<file path="config.mk">
export PLATFORM = sky130hd
export DESIGN_NAME = ps2h_port
export DESIGN_NICKNAME = d
export VERILOG_FILES = /design/src/rtl/ps2h_port.v
export VERILOG_INCLUDE_DIRS = /design/src /design/src/pkg
export SDC_FILE = /design/constraint.sdc
export NUM_CORES = 1
export LEC_CHECK = 0
export BUFFER_PORTS_ARGS = -buffer_cell sky130_fd_sc_hd__buf_2
export CAP_MARGIN = 20
export CORE_ASPECT_RATIO = 1.5
export CORE_MARGIN = 2
export CORE_UTILIZATION = 50
export CTS_CLUSTER_DIAMETER = 40
export CTS_CLUSTER_SIZE = 16
export DETAILED_ROUTE_END_ITERATION = 16
export GPL_TIMING_DRIVEN = 0
export PLACE_DENSITY = 0.78
export REMOVE_ABC_BUFFERS = 1
export SLEW_MARGIN = 20
export SYNTH_ARGS = -nofsm -noshare
export SYNTH_HDL_FRONTEND = slang
export SYNTH_SLANG_ARGS = --single-unit
export TNS_END_PERCENT = 10
</file>
<file path="constraint.sdc">
create_clock -name mclk -period 5.2 [get_ports mclk]
set_input_delay 0.26 -clock mclk [delete_from_list [all_inputs] [get_ports mclk]]
set_output_delay 0.26 -clock mclk [all_outputs]
set_load 0.005 [all_outputs]
</file>
<file path="src/pkg/ps2h_consts.vh">
// constants of the two-port ps/2 host block
// assumes a single 125 MHz system clock feeding every counter
`ifndef PS2H_CONSTS_VH
`define PS2H_CONSTS_VH

`define PS2H_MCLK_NS      8
`define PS2H_HALF_NS      64
`define PS2H_HALF_CYC     ((`PS2H_HALF_NS + `PS2H_MCLK_NS - 1) / `PS2H_MCLK_NS)
`define PS2H_DIV_W        4
`define PS2H_SETTLE_CYC   4'h3
`define PS2H_FRAME_BITS   11
`define PS2H_LAST_BIT     4'hA
`define PS2H_BIT_W        4
`define PS2H_PKT_BYTES    2'h3

`define PS2H_MODE_IDLE    2'h0
`define PS2H_MODE_RX      2'h1
`define PS2H_MODE_TX      2'h2

`endif

</file>
<file path="src/rtl/ps2h_port.v">
// two ps/2 host ports: port 0 keyboard (both directions), port 1 mouse (receive only)
// assumes open-drain pins resolved outside; pin inputs are asynchronous to mclk
//
// Overview of operation
// - Each word is 11 bits: start, eight data bits, odd parity, stop.
// - Clock and data are open-drain; data idles high, the host clock runs continuously; a party only releases or pulls low.
// - A zero is sent by pulling the line low, a one by releasing it.
// - Data is bidirectional, so the host data pin is a tri-state low-only driver.
// - Only the host pulls the clock low and so sets the link speed; the peripheral never does.
// - The keyboard port also transmits words from host to keyboard.
// - Received bytes are interpreted per port: keyboard bytes singly, mouse bytes as packets.
// - Two independent ports with identical clock and data timing are provided.
`include "ps2h_consts.vh"

module ps2h_port (
    input  wire        mclk,
    input  wire        rst_b,
    input  wire        keyboard_port_clock_in,
    output wire        keyboard_port_clock_out,
    output wire        keyboard_port_clock_oe,
    input  wire        keyboard_port_data_in,
    output wire        keyboard_port_data_out,
    output wire        keyboard_port_data_oe,
    input  wire        mouse_port_clock_in,
    output wire        mouse_port_clock_out,
    output wire        mouse_port_clock_oe,
    input  wire        mouse_port_data_in,
    output wire        mouse_port_data_out,
    output wire        mouse_port_data_oe,
    input  wire [7:0]  kbd_tx_byte,
    input  wire        kbd_tx_valid,
    output wire        kbd_tx_ready,
    output wire [7:0]  kbd_rx_byte,
    output wire        kbd_rx_valid,
    output wire        kbd_rx_err,
    output wire        kbd_clk_fault,
    output reg  [23:0] mouse_packet,
    output reg         mouse_packet_valid,
    output wire        mouse_rx_err,
    output wire        mouse_clk_fault
);

    localparam integer           HALF_LAST_I = `PS2H_HALF_CYC - 1;
    localparam [`PS2H_DIV_W-1:0] HALF_LAST   = HALF_LAST_I[`PS2H_DIV_W-1:0];

    reg        rst_meta_r;
    reg        rst_sync_r;
    wire       rst_n = rst_sync_r;

    always @(posedge mclk or negedge rst_b) begin
        if (!rst_b) begin
            rst_meta_r <= 1'b0;
            rst_sync_r <= 1'b0;
        end else begin
            rst_meta_r <= 1'b1;
            rst_sync_r <= rst_meta_r;
        end
    end

    wire [1:0] clk_pin  = {mouse_port_clock_in, keyboard_port_clock_in};
    wire [1:0] data_pin = {mouse_port_data_in, keyboard_port_data_in};
    wire [1:0] clk_oe;
    wire [1:0] data_oe;
    wire [1:0] rx_vld;
    wire [1:0] rx_bad;
    wire [1:0] clk_bad;
    wire [15:0] rx_byte;
    wire [1:0] tx_rdy;

    // both ports come from one body, so their link timing is the same
    genvar i;
    generate
        for (i = 0; i < 2; i = i + 1) begin : g_port
            reg                    clk_meta_r, clk_s_r, dat_meta_r, dat_s_r;
            reg [`PS2H_DIV_W-1:0]  div_r;
            reg                    low_r;
            reg [1:0]              mode_r;
            reg [`PS2H_BIT_W-1:0]  bit_r;
            reg [9:0]              sh_r;
            reg                    dat_oe_r;
            reg                    vld_r, bad_r, cf_r;
            reg [7:0]              byte_r;
            wire                   tick = (div_r == HALF_LAST);
            wire                   fall = tick && !low_r;
            wire                   rise = tick && low_r;
            wire [`PS2H_FRAME_BITS-1:0] frame = {dat_s_r, sh_r};
            wire                   tx_go;

            // only port 0 may transmit
            if (i == 0) begin : g_tx
                assign tx_go = kbd_tx_valid && tx_rdy[0];
                assign tx_rdy[0] = (mode_r == `PS2H_MODE_IDLE) && fall && dat_s_r;
            end else begin : g_notx
                assign tx_go = 1'b0;
                assign tx_rdy[1] = 1'b0;
            end

            always @(posedge mclk or negedge rst_n) begin
                if (!rst_n) begin
                    clk_meta_r <= 1'b1;
                    clk_s_r    <= 1'b1;
                    dat_meta_r <= 1'b1;
                    dat_s_r    <= 1'b1;
                end else begin
                    clk_meta_r <= clk_pin[i];
                    clk_s_r    <= clk_meta_r;
                    dat_meta_r <= data_pin[i];
                    dat_s_r    <= dat_meta_r;
                end
            end

            // host divider is the only source of link clock edges
            always @(posedge mclk or negedge rst_n) begin
                if (!rst_n) begin
                    div_r <= {`PS2H_DIV_W{1'b0}};
                    low_r <= 1'b0;
                end else if (tick) begin
                    div_r <= {`PS2H_DIV_W{1'b0}};
                    low_r <= !low_r;
                end else begin
                    div_r <= div_r + 1'b1;
                end
            end

            always @(posedge mclk or negedge rst_n) begin
                if (!rst_n) begin
                    mode_r   <= `PS2H_MODE_IDLE;
                    bit_r    <= {`PS2H_BIT_W{1'b0}};
                    sh_r     <= 10'h000;
                    dat_oe_r <= 1'b0;
                    vld_r    <= 1'b0;
                    bad_r    <= 1'b0;
                    byte_r   <= 8'h00;
                end else begin
                    vld_r <= 1'b0;
                    bad_r <= 1'b0;
                    case (mode_r)
                        `PS2H_MODE_IDLE: begin
                            if (tx_go) begin
                                // start bit goes out now, the rest shift one per fall
                                sh_r     <= {1'b1, ~^kbd_tx_byte, kbd_tx_byte};
                                dat_oe_r <= 1'b1;
                                bit_r    <= {`PS2H_BIT_W{1'b0}};
                                mode_r   <= `PS2H_MODE_TX;
                            end else if (rise && !dat_s_r) begin
                                sh_r   <= {dat_s_r, sh_r[9:1]};
                                bit_r  <= 4'h1;
                                mode_r <= `PS2H_MODE_RX;
                            end
                        end
                        `PS2H_MODE_RX: begin
                            if (rise) begin
                                if (bit_r == `PS2H_LAST_BIT) begin
                                    byte_r <= frame[8:1];
                                    vld_r  <= 1'b1;
                                    bad_r  <= frame[0] || !frame[10] || !(^frame[9:1]);
                                    mode_r <= `PS2H_MODE_IDLE;
                                end else begin
                                    sh_r  <= {dat_s_r, sh_r[9:1]};
                                    bit_r <= bit_r + 1'b1;
                                end
                            end
                        end
                        `PS2H_MODE_TX: begin
                            // stop bit is a release, so the last fall must still drive it
                            if (fall) begin
                                dat_oe_r <= ~sh_r[0];
                                sh_r     <= {1'b0, sh_r[9:1]};
                            end
                            if (rise) begin
                                if (bit_r == `PS2H_LAST_BIT) begin
                                    dat_oe_r <= 1'b0;
                                    mode_r   <= `PS2H_MODE_IDLE;
                                end else begin
                                    bit_r <= bit_r + 1'b1;
                                end
                            end
                        end
                        default: begin
                            mode_r   <= `PS2H_MODE_IDLE;
                            dat_oe_r <= 1'b0;
                        end
                    endcase
                end
            end

            // a low clock while we release it means the far end is pulling it
            always @(posedge mclk or negedge rst_n) begin
                if (!rst_n)
                    cf_r <= 1'b0;
                else
                    cf_r <= !low_r && (div_r >= `PS2H_SETTLE_CYC) && !clk_s_r;
            end

            assign clk_oe[i]          = low_r;
            assign data_oe[i]         = dat_oe_r;
            assign rx_vld[i]          = vld_r;
            assign rx_bad[i]          = bad_r;
            assign clk_bad[i]         = cf_r;
            assign rx_byte[i*8 +: 8]  = byte_r;
        end
    endgenerate

    // outputs are only ever low: release means high via pull-up
    assign keyboard_port_clock_out = 1'b0;
    assign keyboard_port_clock_oe  = clk_oe[0];
    assign keyboard_port_data_out  = 1'b0;
    assign keyboard_port_data_oe   = data_oe[0];
    assign mouse_port_clock_out    = 1'b0;
    assign mouse_port_clock_oe     = clk_oe[1];
    assign mouse_port_data_out     = 1'b0;
    assign mouse_port_data_oe      = data_oe[1];

    assign kbd_tx_ready  = tx_rdy[0];
    assign kbd_rx_byte   = rx_byte[7:0];
    assign kbd_rx_valid  = rx_vld[0];
    assign kbd_rx_err    = rx_bad[0];
    assign kbd_clk_fault = clk_bad[0];
    assign mouse_rx_err    = rx_bad[1];
    assign mouse_clk_fault = clk_bad[1];

    // mouse bytes gather into three-byte packets; a bad word restarts the packet
    reg [1:0]  mcnt_r;
    reg [15:0] mhold_r;

    always @(posedge mclk or negedge rst_n) begin
        if (!rst_n) begin
            mcnt_r             <= 2'h0;
            mhold_r            <= 16'h0000;
            mouse_packet       <= 24'h000000;
            mouse_packet_valid <= 1'b0;
        end else begin
            mouse_packet_valid <= 1'b0;
            if (rx_vld[1]) begin
                if (rx_bad[1]) begin
                    mcnt_r <= 2'h0;
                end else if (mcnt_r == `PS2H_PKT_BYTES - 2'h1) begin
                    mouse_packet       <= {rx_byte[15:8], mhold_r};
                    mouse_packet_valid <= 1'b1;
                    mcnt_r             <= 2'h0;
                end else begin
                    mhold_r <= {rx_byte[15:8], mhold_r[15:8]};
                    mcnt_r  <= mcnt_r + 2'h1;
                end
            end
        end
    end

endmodule

</file>
=== Word level (Yosys, flattened, before mapping) ===
Index checks and enable logic that the tools add are counted.
Widths: inputs -> output; s select.

* Memory bits (read-only): 0
* RAM bits: 0
* Memories kept: 0
* Input bits: 15
* Word-level logic and storage cells: 175
* Latch bits: 0
* Flip-flop bits (word level): 119

* Divide/modulo/power cells: 0
* Reductions and logical operators: 48
* Shift-type cells: 0
* Bitwise gates (word level): 5
* Magnitude comparators: 2
* Add/sub/neg operators: 5
* Equal/unequal tests: 24
* Muxes and demuxes: 57
* $mul: 0

{| class="wikitable"
|+ Operators with widths
! cell !! number
|-
| $mux 10 || 9
|-
| $pmux 10 s3 || 2
|-
| $mux 4 || 9
|-
| $mux 1 || 22
|-
| $ne 2x2->1 const B || 10
|-
| $mux 2 || 9
|-
| $reduce_and 3->1 || 6
|-
| $reduce_xor 9->1 || 2
|-
| $add 4x1->4 const B || 4
|-
| $pmux 4 s2 || 2
|-
| $logic_and 1x1->1 || 13
|-
| $reduce_and 5->1 || 2
|-
| $eq 4x3->1 const B || 2
|-
| $eq 4x4->1 const B || 2
|-
| $ge 4x2->1 const B || 2
|-
| $logic_not 1->1 || 8
|-
| $ne 2x1->1 const B || 4
|-
| $pmux 2 s2 || 2
|-
| $reduce_and 4->1 || 2
|-
| $reduce_xnor 8->1 || 1
|-
| $eq 2x2->1 const B || 3
|-
| $reduce_bool 3->1 || 2
|-
| $reduce_or 2->1 || 3
|-
| $not 1->1 || 5
|-
| other kinds (9) || 15
|}

=== Depth between registers and ports, before layout ===
* Word-level depth: 7
* Depth in mapped cells: 9
* Mapped depth without buffers: 7

=== Worst setup path before layout ===
Ideal clock, no wire load.

* Path kind: register -> register
* Start: register g_port[0].mode_r[0]
* End: register g_port[0].bit_r[3]
* Setup slack: 3.375 ns
* Data arrival time: 1.756 ns
* Cell stages (with the launch flop): 8
* Path through: dfrtp_1 -> inv_1 -> ha_1 -> clkbuf_1 -> o22ai_1 -> nand2_2 -> or4b_1 -> nand3_1

* Longest elaborated chain between the ends: 6
* Elaborated cells between the ends (all ways): 14
* Classes of those cells: eq/ne (5); mux (2); reduce/logical (7)

{| class="wikitable"
|+ RTL lines
! what !! RTL line !! source
|-
| start: declaration || ps2h_port.v:77 || <nowiki>reg [1:0] mode_r;</nowiki>
|-
| start signal: assignment || ps2h_port.v:127 || <nowiki>mode_r <= `PS2H_MODE_IDLE;</nowiki>
|-
| start signal: assignment || ps2h_port.v:144 || <nowiki>mode_r <= `PS2H_MODE_TX;</nowiki>
|-
| start signal: assignment || ps2h_port.v:148 || <nowiki>mode_r <= `PS2H_MODE_RX;</nowiki>
|-
| $logic_not 2->1 || ps2h_port.v:137 || <nowiki>case (mode_r)</nowiki>
|-
| $logic_and 1x1->1 (2 in a row) || ps2h_port.v:92 || <nowiki>assign tx_rdy[0] = (mode_r == `PS2H_MODE_IDLE) && fall && dat_s_r;</nowiki>
|-
| $logic_and 1x1->1 || ps2h_port.v:91 || <nowiki>assign tx_go = kbd_tx_valid && tx_rdy[0];</nowiki>
|-
| $ne 3x2->1 (no line) / $mux 4 (equally long branches) || -- ||
|-
| $reduce_and 4->1 (no line) / $pmux 4 s2 (equally long branches) || -- ||
|-
| end signal: assignment || ps2h_port.v:128 || <nowiki>bit_r <= {`PS2H_BIT_W{1'b0}};</nowiki>
|-
| end signal: assignment || ps2h_port.v:143 || <nowiki>bit_r <= {`PS2H_BIT_W{1'b0}};</nowiki>
|-
| end signal: assignment || ps2h_port.v:160 || <nowiki>bit_r <= bit_r + 1'b1;</nowiki>
|-
| end: declaration || ps2h_port.v:78 || <nowiki>reg [`PS2H_BIT_W-1:0] bit_r;</nowiki>
|}

Several ways; a longest one is shown, not always the timed one.
A chain may end at the register's enable or synchronous reset.

=== Worst setup path after layout ===
* Start: register g_port[0].mode_r[0]
* End: register g_port[0].sh_r[6]

* Longest elaborated chain between the ends: 6
* Elaborated cells between the ends (all ways): 14
* Classes of those cells: eq/ne (6); mux (2); reduce/logical (6)

{| class="wikitable"
|+ RTL lines
! what !! RTL line !! source
|-
| $logic_not 2->1 || ps2h_port.v:137 ||
|-
| $logic_and 1x1->1 (2 in a row) || ps2h_port.v:92 ||
|-
| $logic_and 1x1->1 || ps2h_port.v:91 ||
|-
| $ne 3x2->1 (no line) / $mux 10 (equally long branches) || -- ||
|-
| $reduce_and 5->1 (no line) / $pmux 10 s3 (equally long branches) || -- ||
|-
| end signal: assignment || ps2h_port.v:141 || <nowiki>sh_r <= {1'b1, ~^kbd_tx_byte, kbd_tx_byte};</nowiki>
|-
| end signal: assignment || ps2h_port.v:146 || <nowiki>sh_r <= {dat_s_r, sh_r[9:1]};</nowiki>
|-
| end signal: assignment || ps2h_port.v:159 || <nowiki>sh_r <= {dat_s_r, sh_r[9:1]};</nowiki>
|-
| end: declaration || ps2h_port.v:79 || <nowiki>reg [9:0] sh_r;</nowiki>
|}

Several ways; a longest one is shown, not always the timed one.

==> reports/results.ini <==
[setup_path]
required_ps=5450
critPathMaxStageDelay_ps=380
worst_setup_path_end_kind=flop
crit_arrival_ps=2510
worst_r2r_endpoint=g_port[0].sh_r[6]
path_max_fanout=10
path_class=flop to flop
startpoint_type=flop
r2r_slack_ps=2940
cpMaxStageDelayCell=dfrtp_1
ff2ff_path_depth=9
crit_chain=inv_1, ha_1, nand3_1, nor4_2, buf_2, buf_4, nor2_1, a21oi_1, o21ai_0
r2r_start=g_port[0].mode_r[0]

[global_route]
use_met1=0.209
grt_pass1_wl_um=15600
first_global_vias=3386
antenna_found_initial=0
grt-ovfl-total=0
gr-max-usage-layer=met2
gr-usage-met2=0.324
track_usage=0.185
grtUsageMet3=0.0520
grt_max_degree=51

[drt]
via_per_inst=5.30
wire_per_inst_um=15.3
initialDrtViolationCount=121
wirelength_um=9170
drc=3
first_pass_iters=10
ant_nets=0
vias=3170

[clock_network]
h-tree-depth=4
max-clock-path-buffers=2
cts_made_buffers=17
cts_resized=0
cts_num_sinks=117
clockRootBuffer=clkbuf_16
path_clk_slew_ps=60
clk_latency_ps=400
cts_tree=yes

[job]
maxCapViolCount=0

[sta]
post-route-period-util=0.436
final.min_clock_period_ps=2260
fmax_mhz=442
finalSetupViolCount=0
hold_violations=0
finalHoldWorstSlack_ps=160
tightest_slew_ps=763
tns_ps=0
relSlewSlack=0.491
fin_worst_skew_ps=7.68
rsz0062_at_grt=no
finalMaxSlewViolations=0

[yosys]
syn_area_per_cell_um2=12.6
netlist_instances=399
synth_top_flop_cell=dfrtp_1
yosysUniqueCellTypes=45
yosysWarnings=0
synthArstFlopShare=1.00
ys_seq_area_frac=0.586
synth_area_um2=5010
synth-edff-count=0
ys_ff_latch=117

[die]
num_rows=44
die_h_um=127
die_x_um=85.8
ios=62
core-area_um2=9740
initial_core_util=0.515
dieArea_um2=10900

[placed_design]
place_inst=561
portBuffers=56
place.gp.congestion=0.841
dp_hpwl_um=6390

[final_layout]
nets=494
diodes=0
final_layout_size_suffix_gt1_frac=0.369
fillerInstances=734
stdcell_count=598
syn_to_final_growth_pct=22.2

[power]
leakagePower_nw=3.16
power.density_nw_per_um2=358
ir_worst_vdd_mv=0.304
power_w=0.00219

[min_path]
hp-class=primary input to asynchronous set/reset pin

[outcome]
violations=design-rule violations
outcome=finished with violations

==> flip-flops by register name, indices dropped and copies added (netlist names), 2 cells and up <==
name	cells
mcnt_r	2
g_port.dat_meta_r	2
g_port.dat_s_r	2
g_port.clk_meta_r	2
g_port.bit_r	8
mhold_r	16
g_port.clk_s_r	2
kbd_rx_byte	8
g_port.div_r	8
g_port.byte_r	8
g_port.mode_r	3
mouse_packet	24
g_port.sh_r	20
==> how the worst max path moves through the flow <==
| stage | start | end | slack, ps | depth (start not counted) |
|---|---|---|---|---|
| 2_1_floorplan | rst_n | g_port[0].bit_r[0] | 1710 | 0 |
| 3_3_place_gp | rst_n | g_port[0].sh_r[2] | 550 | 0 |
| 3_5_place_dp | g_port[0].mode_r[0] | g_port[0].sh_r[6] | 2950 | 8 |
| 4_1_cts | g_port[0].mode_r[0] | g_port[0].sh_r[6] | 2940 | 8 |
| 5_1_grt | g_port[0].mode_r[0] | g_port[0].sh_r[6] | 2840 | 9 |
| 6_report | g_port[0].mode_r[0] | g_port[0].sh_r[6] | 2940 | 9 |
==> logic make-up (layout without fill, tap and decap cells) <==
logic type / count (synthesis) / after routing / share of synthesized area
other cells: 2 / 6 / 0.00150
buf+inv: 30 / 110 / 0.0294
mux: 68 / 68 / 0.152
compound gates: 57 / 57 / 0.0696
simple gates: 89 / 89 / 0.0918
fa+ha+maj: 9 / 9 / 0.0225
xor+xnor: 27 / 27 / 0.0472
flops: 117 / 117 / 0.586
==> final cells by class <==
type | instances | area [um^2] | area share
tap | 115 | 144 | 0.0235
inverter | 11 | 41.3 | 0.00674
sequential | 117 | 2940 | 0.480
clock buffer | 19 | 443 | 0.0723
timing repair buffer | 67 | 417 | 0.0680
clock inverter | 13 | 174 | 0.0284
multi-input combinational | 256 | 1970 | 0.321
==> synth_stat cells (8+ instances only) <==
library cell | instances | area, um^2
nor3_1 | 9 | 45.0
xnor2_1 | 23 | 201
nand3_1 | 10 | 50.1
a21oi_1 | 15 | 75.1
mux2_2 | 66 | 743
inv_1 | 11 | 41.3
dfrtp_1 | 109 | 2730
ha_1 | 9 | 113
nor2_1 | 14 | 52.6
nand2_1 | 34 | 128
o21ai_0 | 19 | 95.1
dfstp_2 | 8 | 210
==> timing repair <==
action | CTS | global route
buffers inserted | 0 | 0
hold buffers | 5 | 0
endpoints found under the hold margin | 6 | 0
==> layer usage <==
layer,part of all wire,up-vias
li1,-,1516
met1,0.40,1585
met2,0.54,55
met3,0.035,14
met4,0.016,0
met5,0,-
==> report_power, final <==
part            total, W  switching (W)  internal [W]  leakage, nW
sequential      0.000938      0.0000141      0.000924         1.56
clock            0.00119       0.000419      0.000772        0.290
combinational  0.0000636      0.0000335     0.0000301         1.31
total            0.00219       0.000466       0.00173         3.16
==> cells in the final DEF, fill, tap and decap left out, drive strengths merged, types with 4 or more instances in the layout <==
master / n
a21o: 7
a21oi: 15
buf: 62
clkbuf: 19
clkinv: 5
conb: 6
dfrtp: 109
dfstp: 8
dlygate4sd3: 5
ha: 9
inv: 13
mux2: 66
nand2: 35
nand2b: 6
nand3: 10
nor2: 14
nor3: 9
o21ai: 20
o31ai: 5
xnor2: 23
xor2: 4
==> stage by stage <==
step	setup WS [ps]	utilization	area, um^2
floorplan	1710	-	4920
global placement	549	0.549	5350
detailed placement	2950	0.560	5460
CTS	2940	0.629	6130
global route	2840	0.629	6130
finish	2940	0.629	6130
==> worst max-delay path, delay by kind of cell, from the launching register on <==
kind	cells	cell delay [ps]
simple gates	3	530
flops	1	380
fa+ha+maj	1	370
buf+inv	3	600
compound gates	2	230
Power figures use the tool's default switching activity.
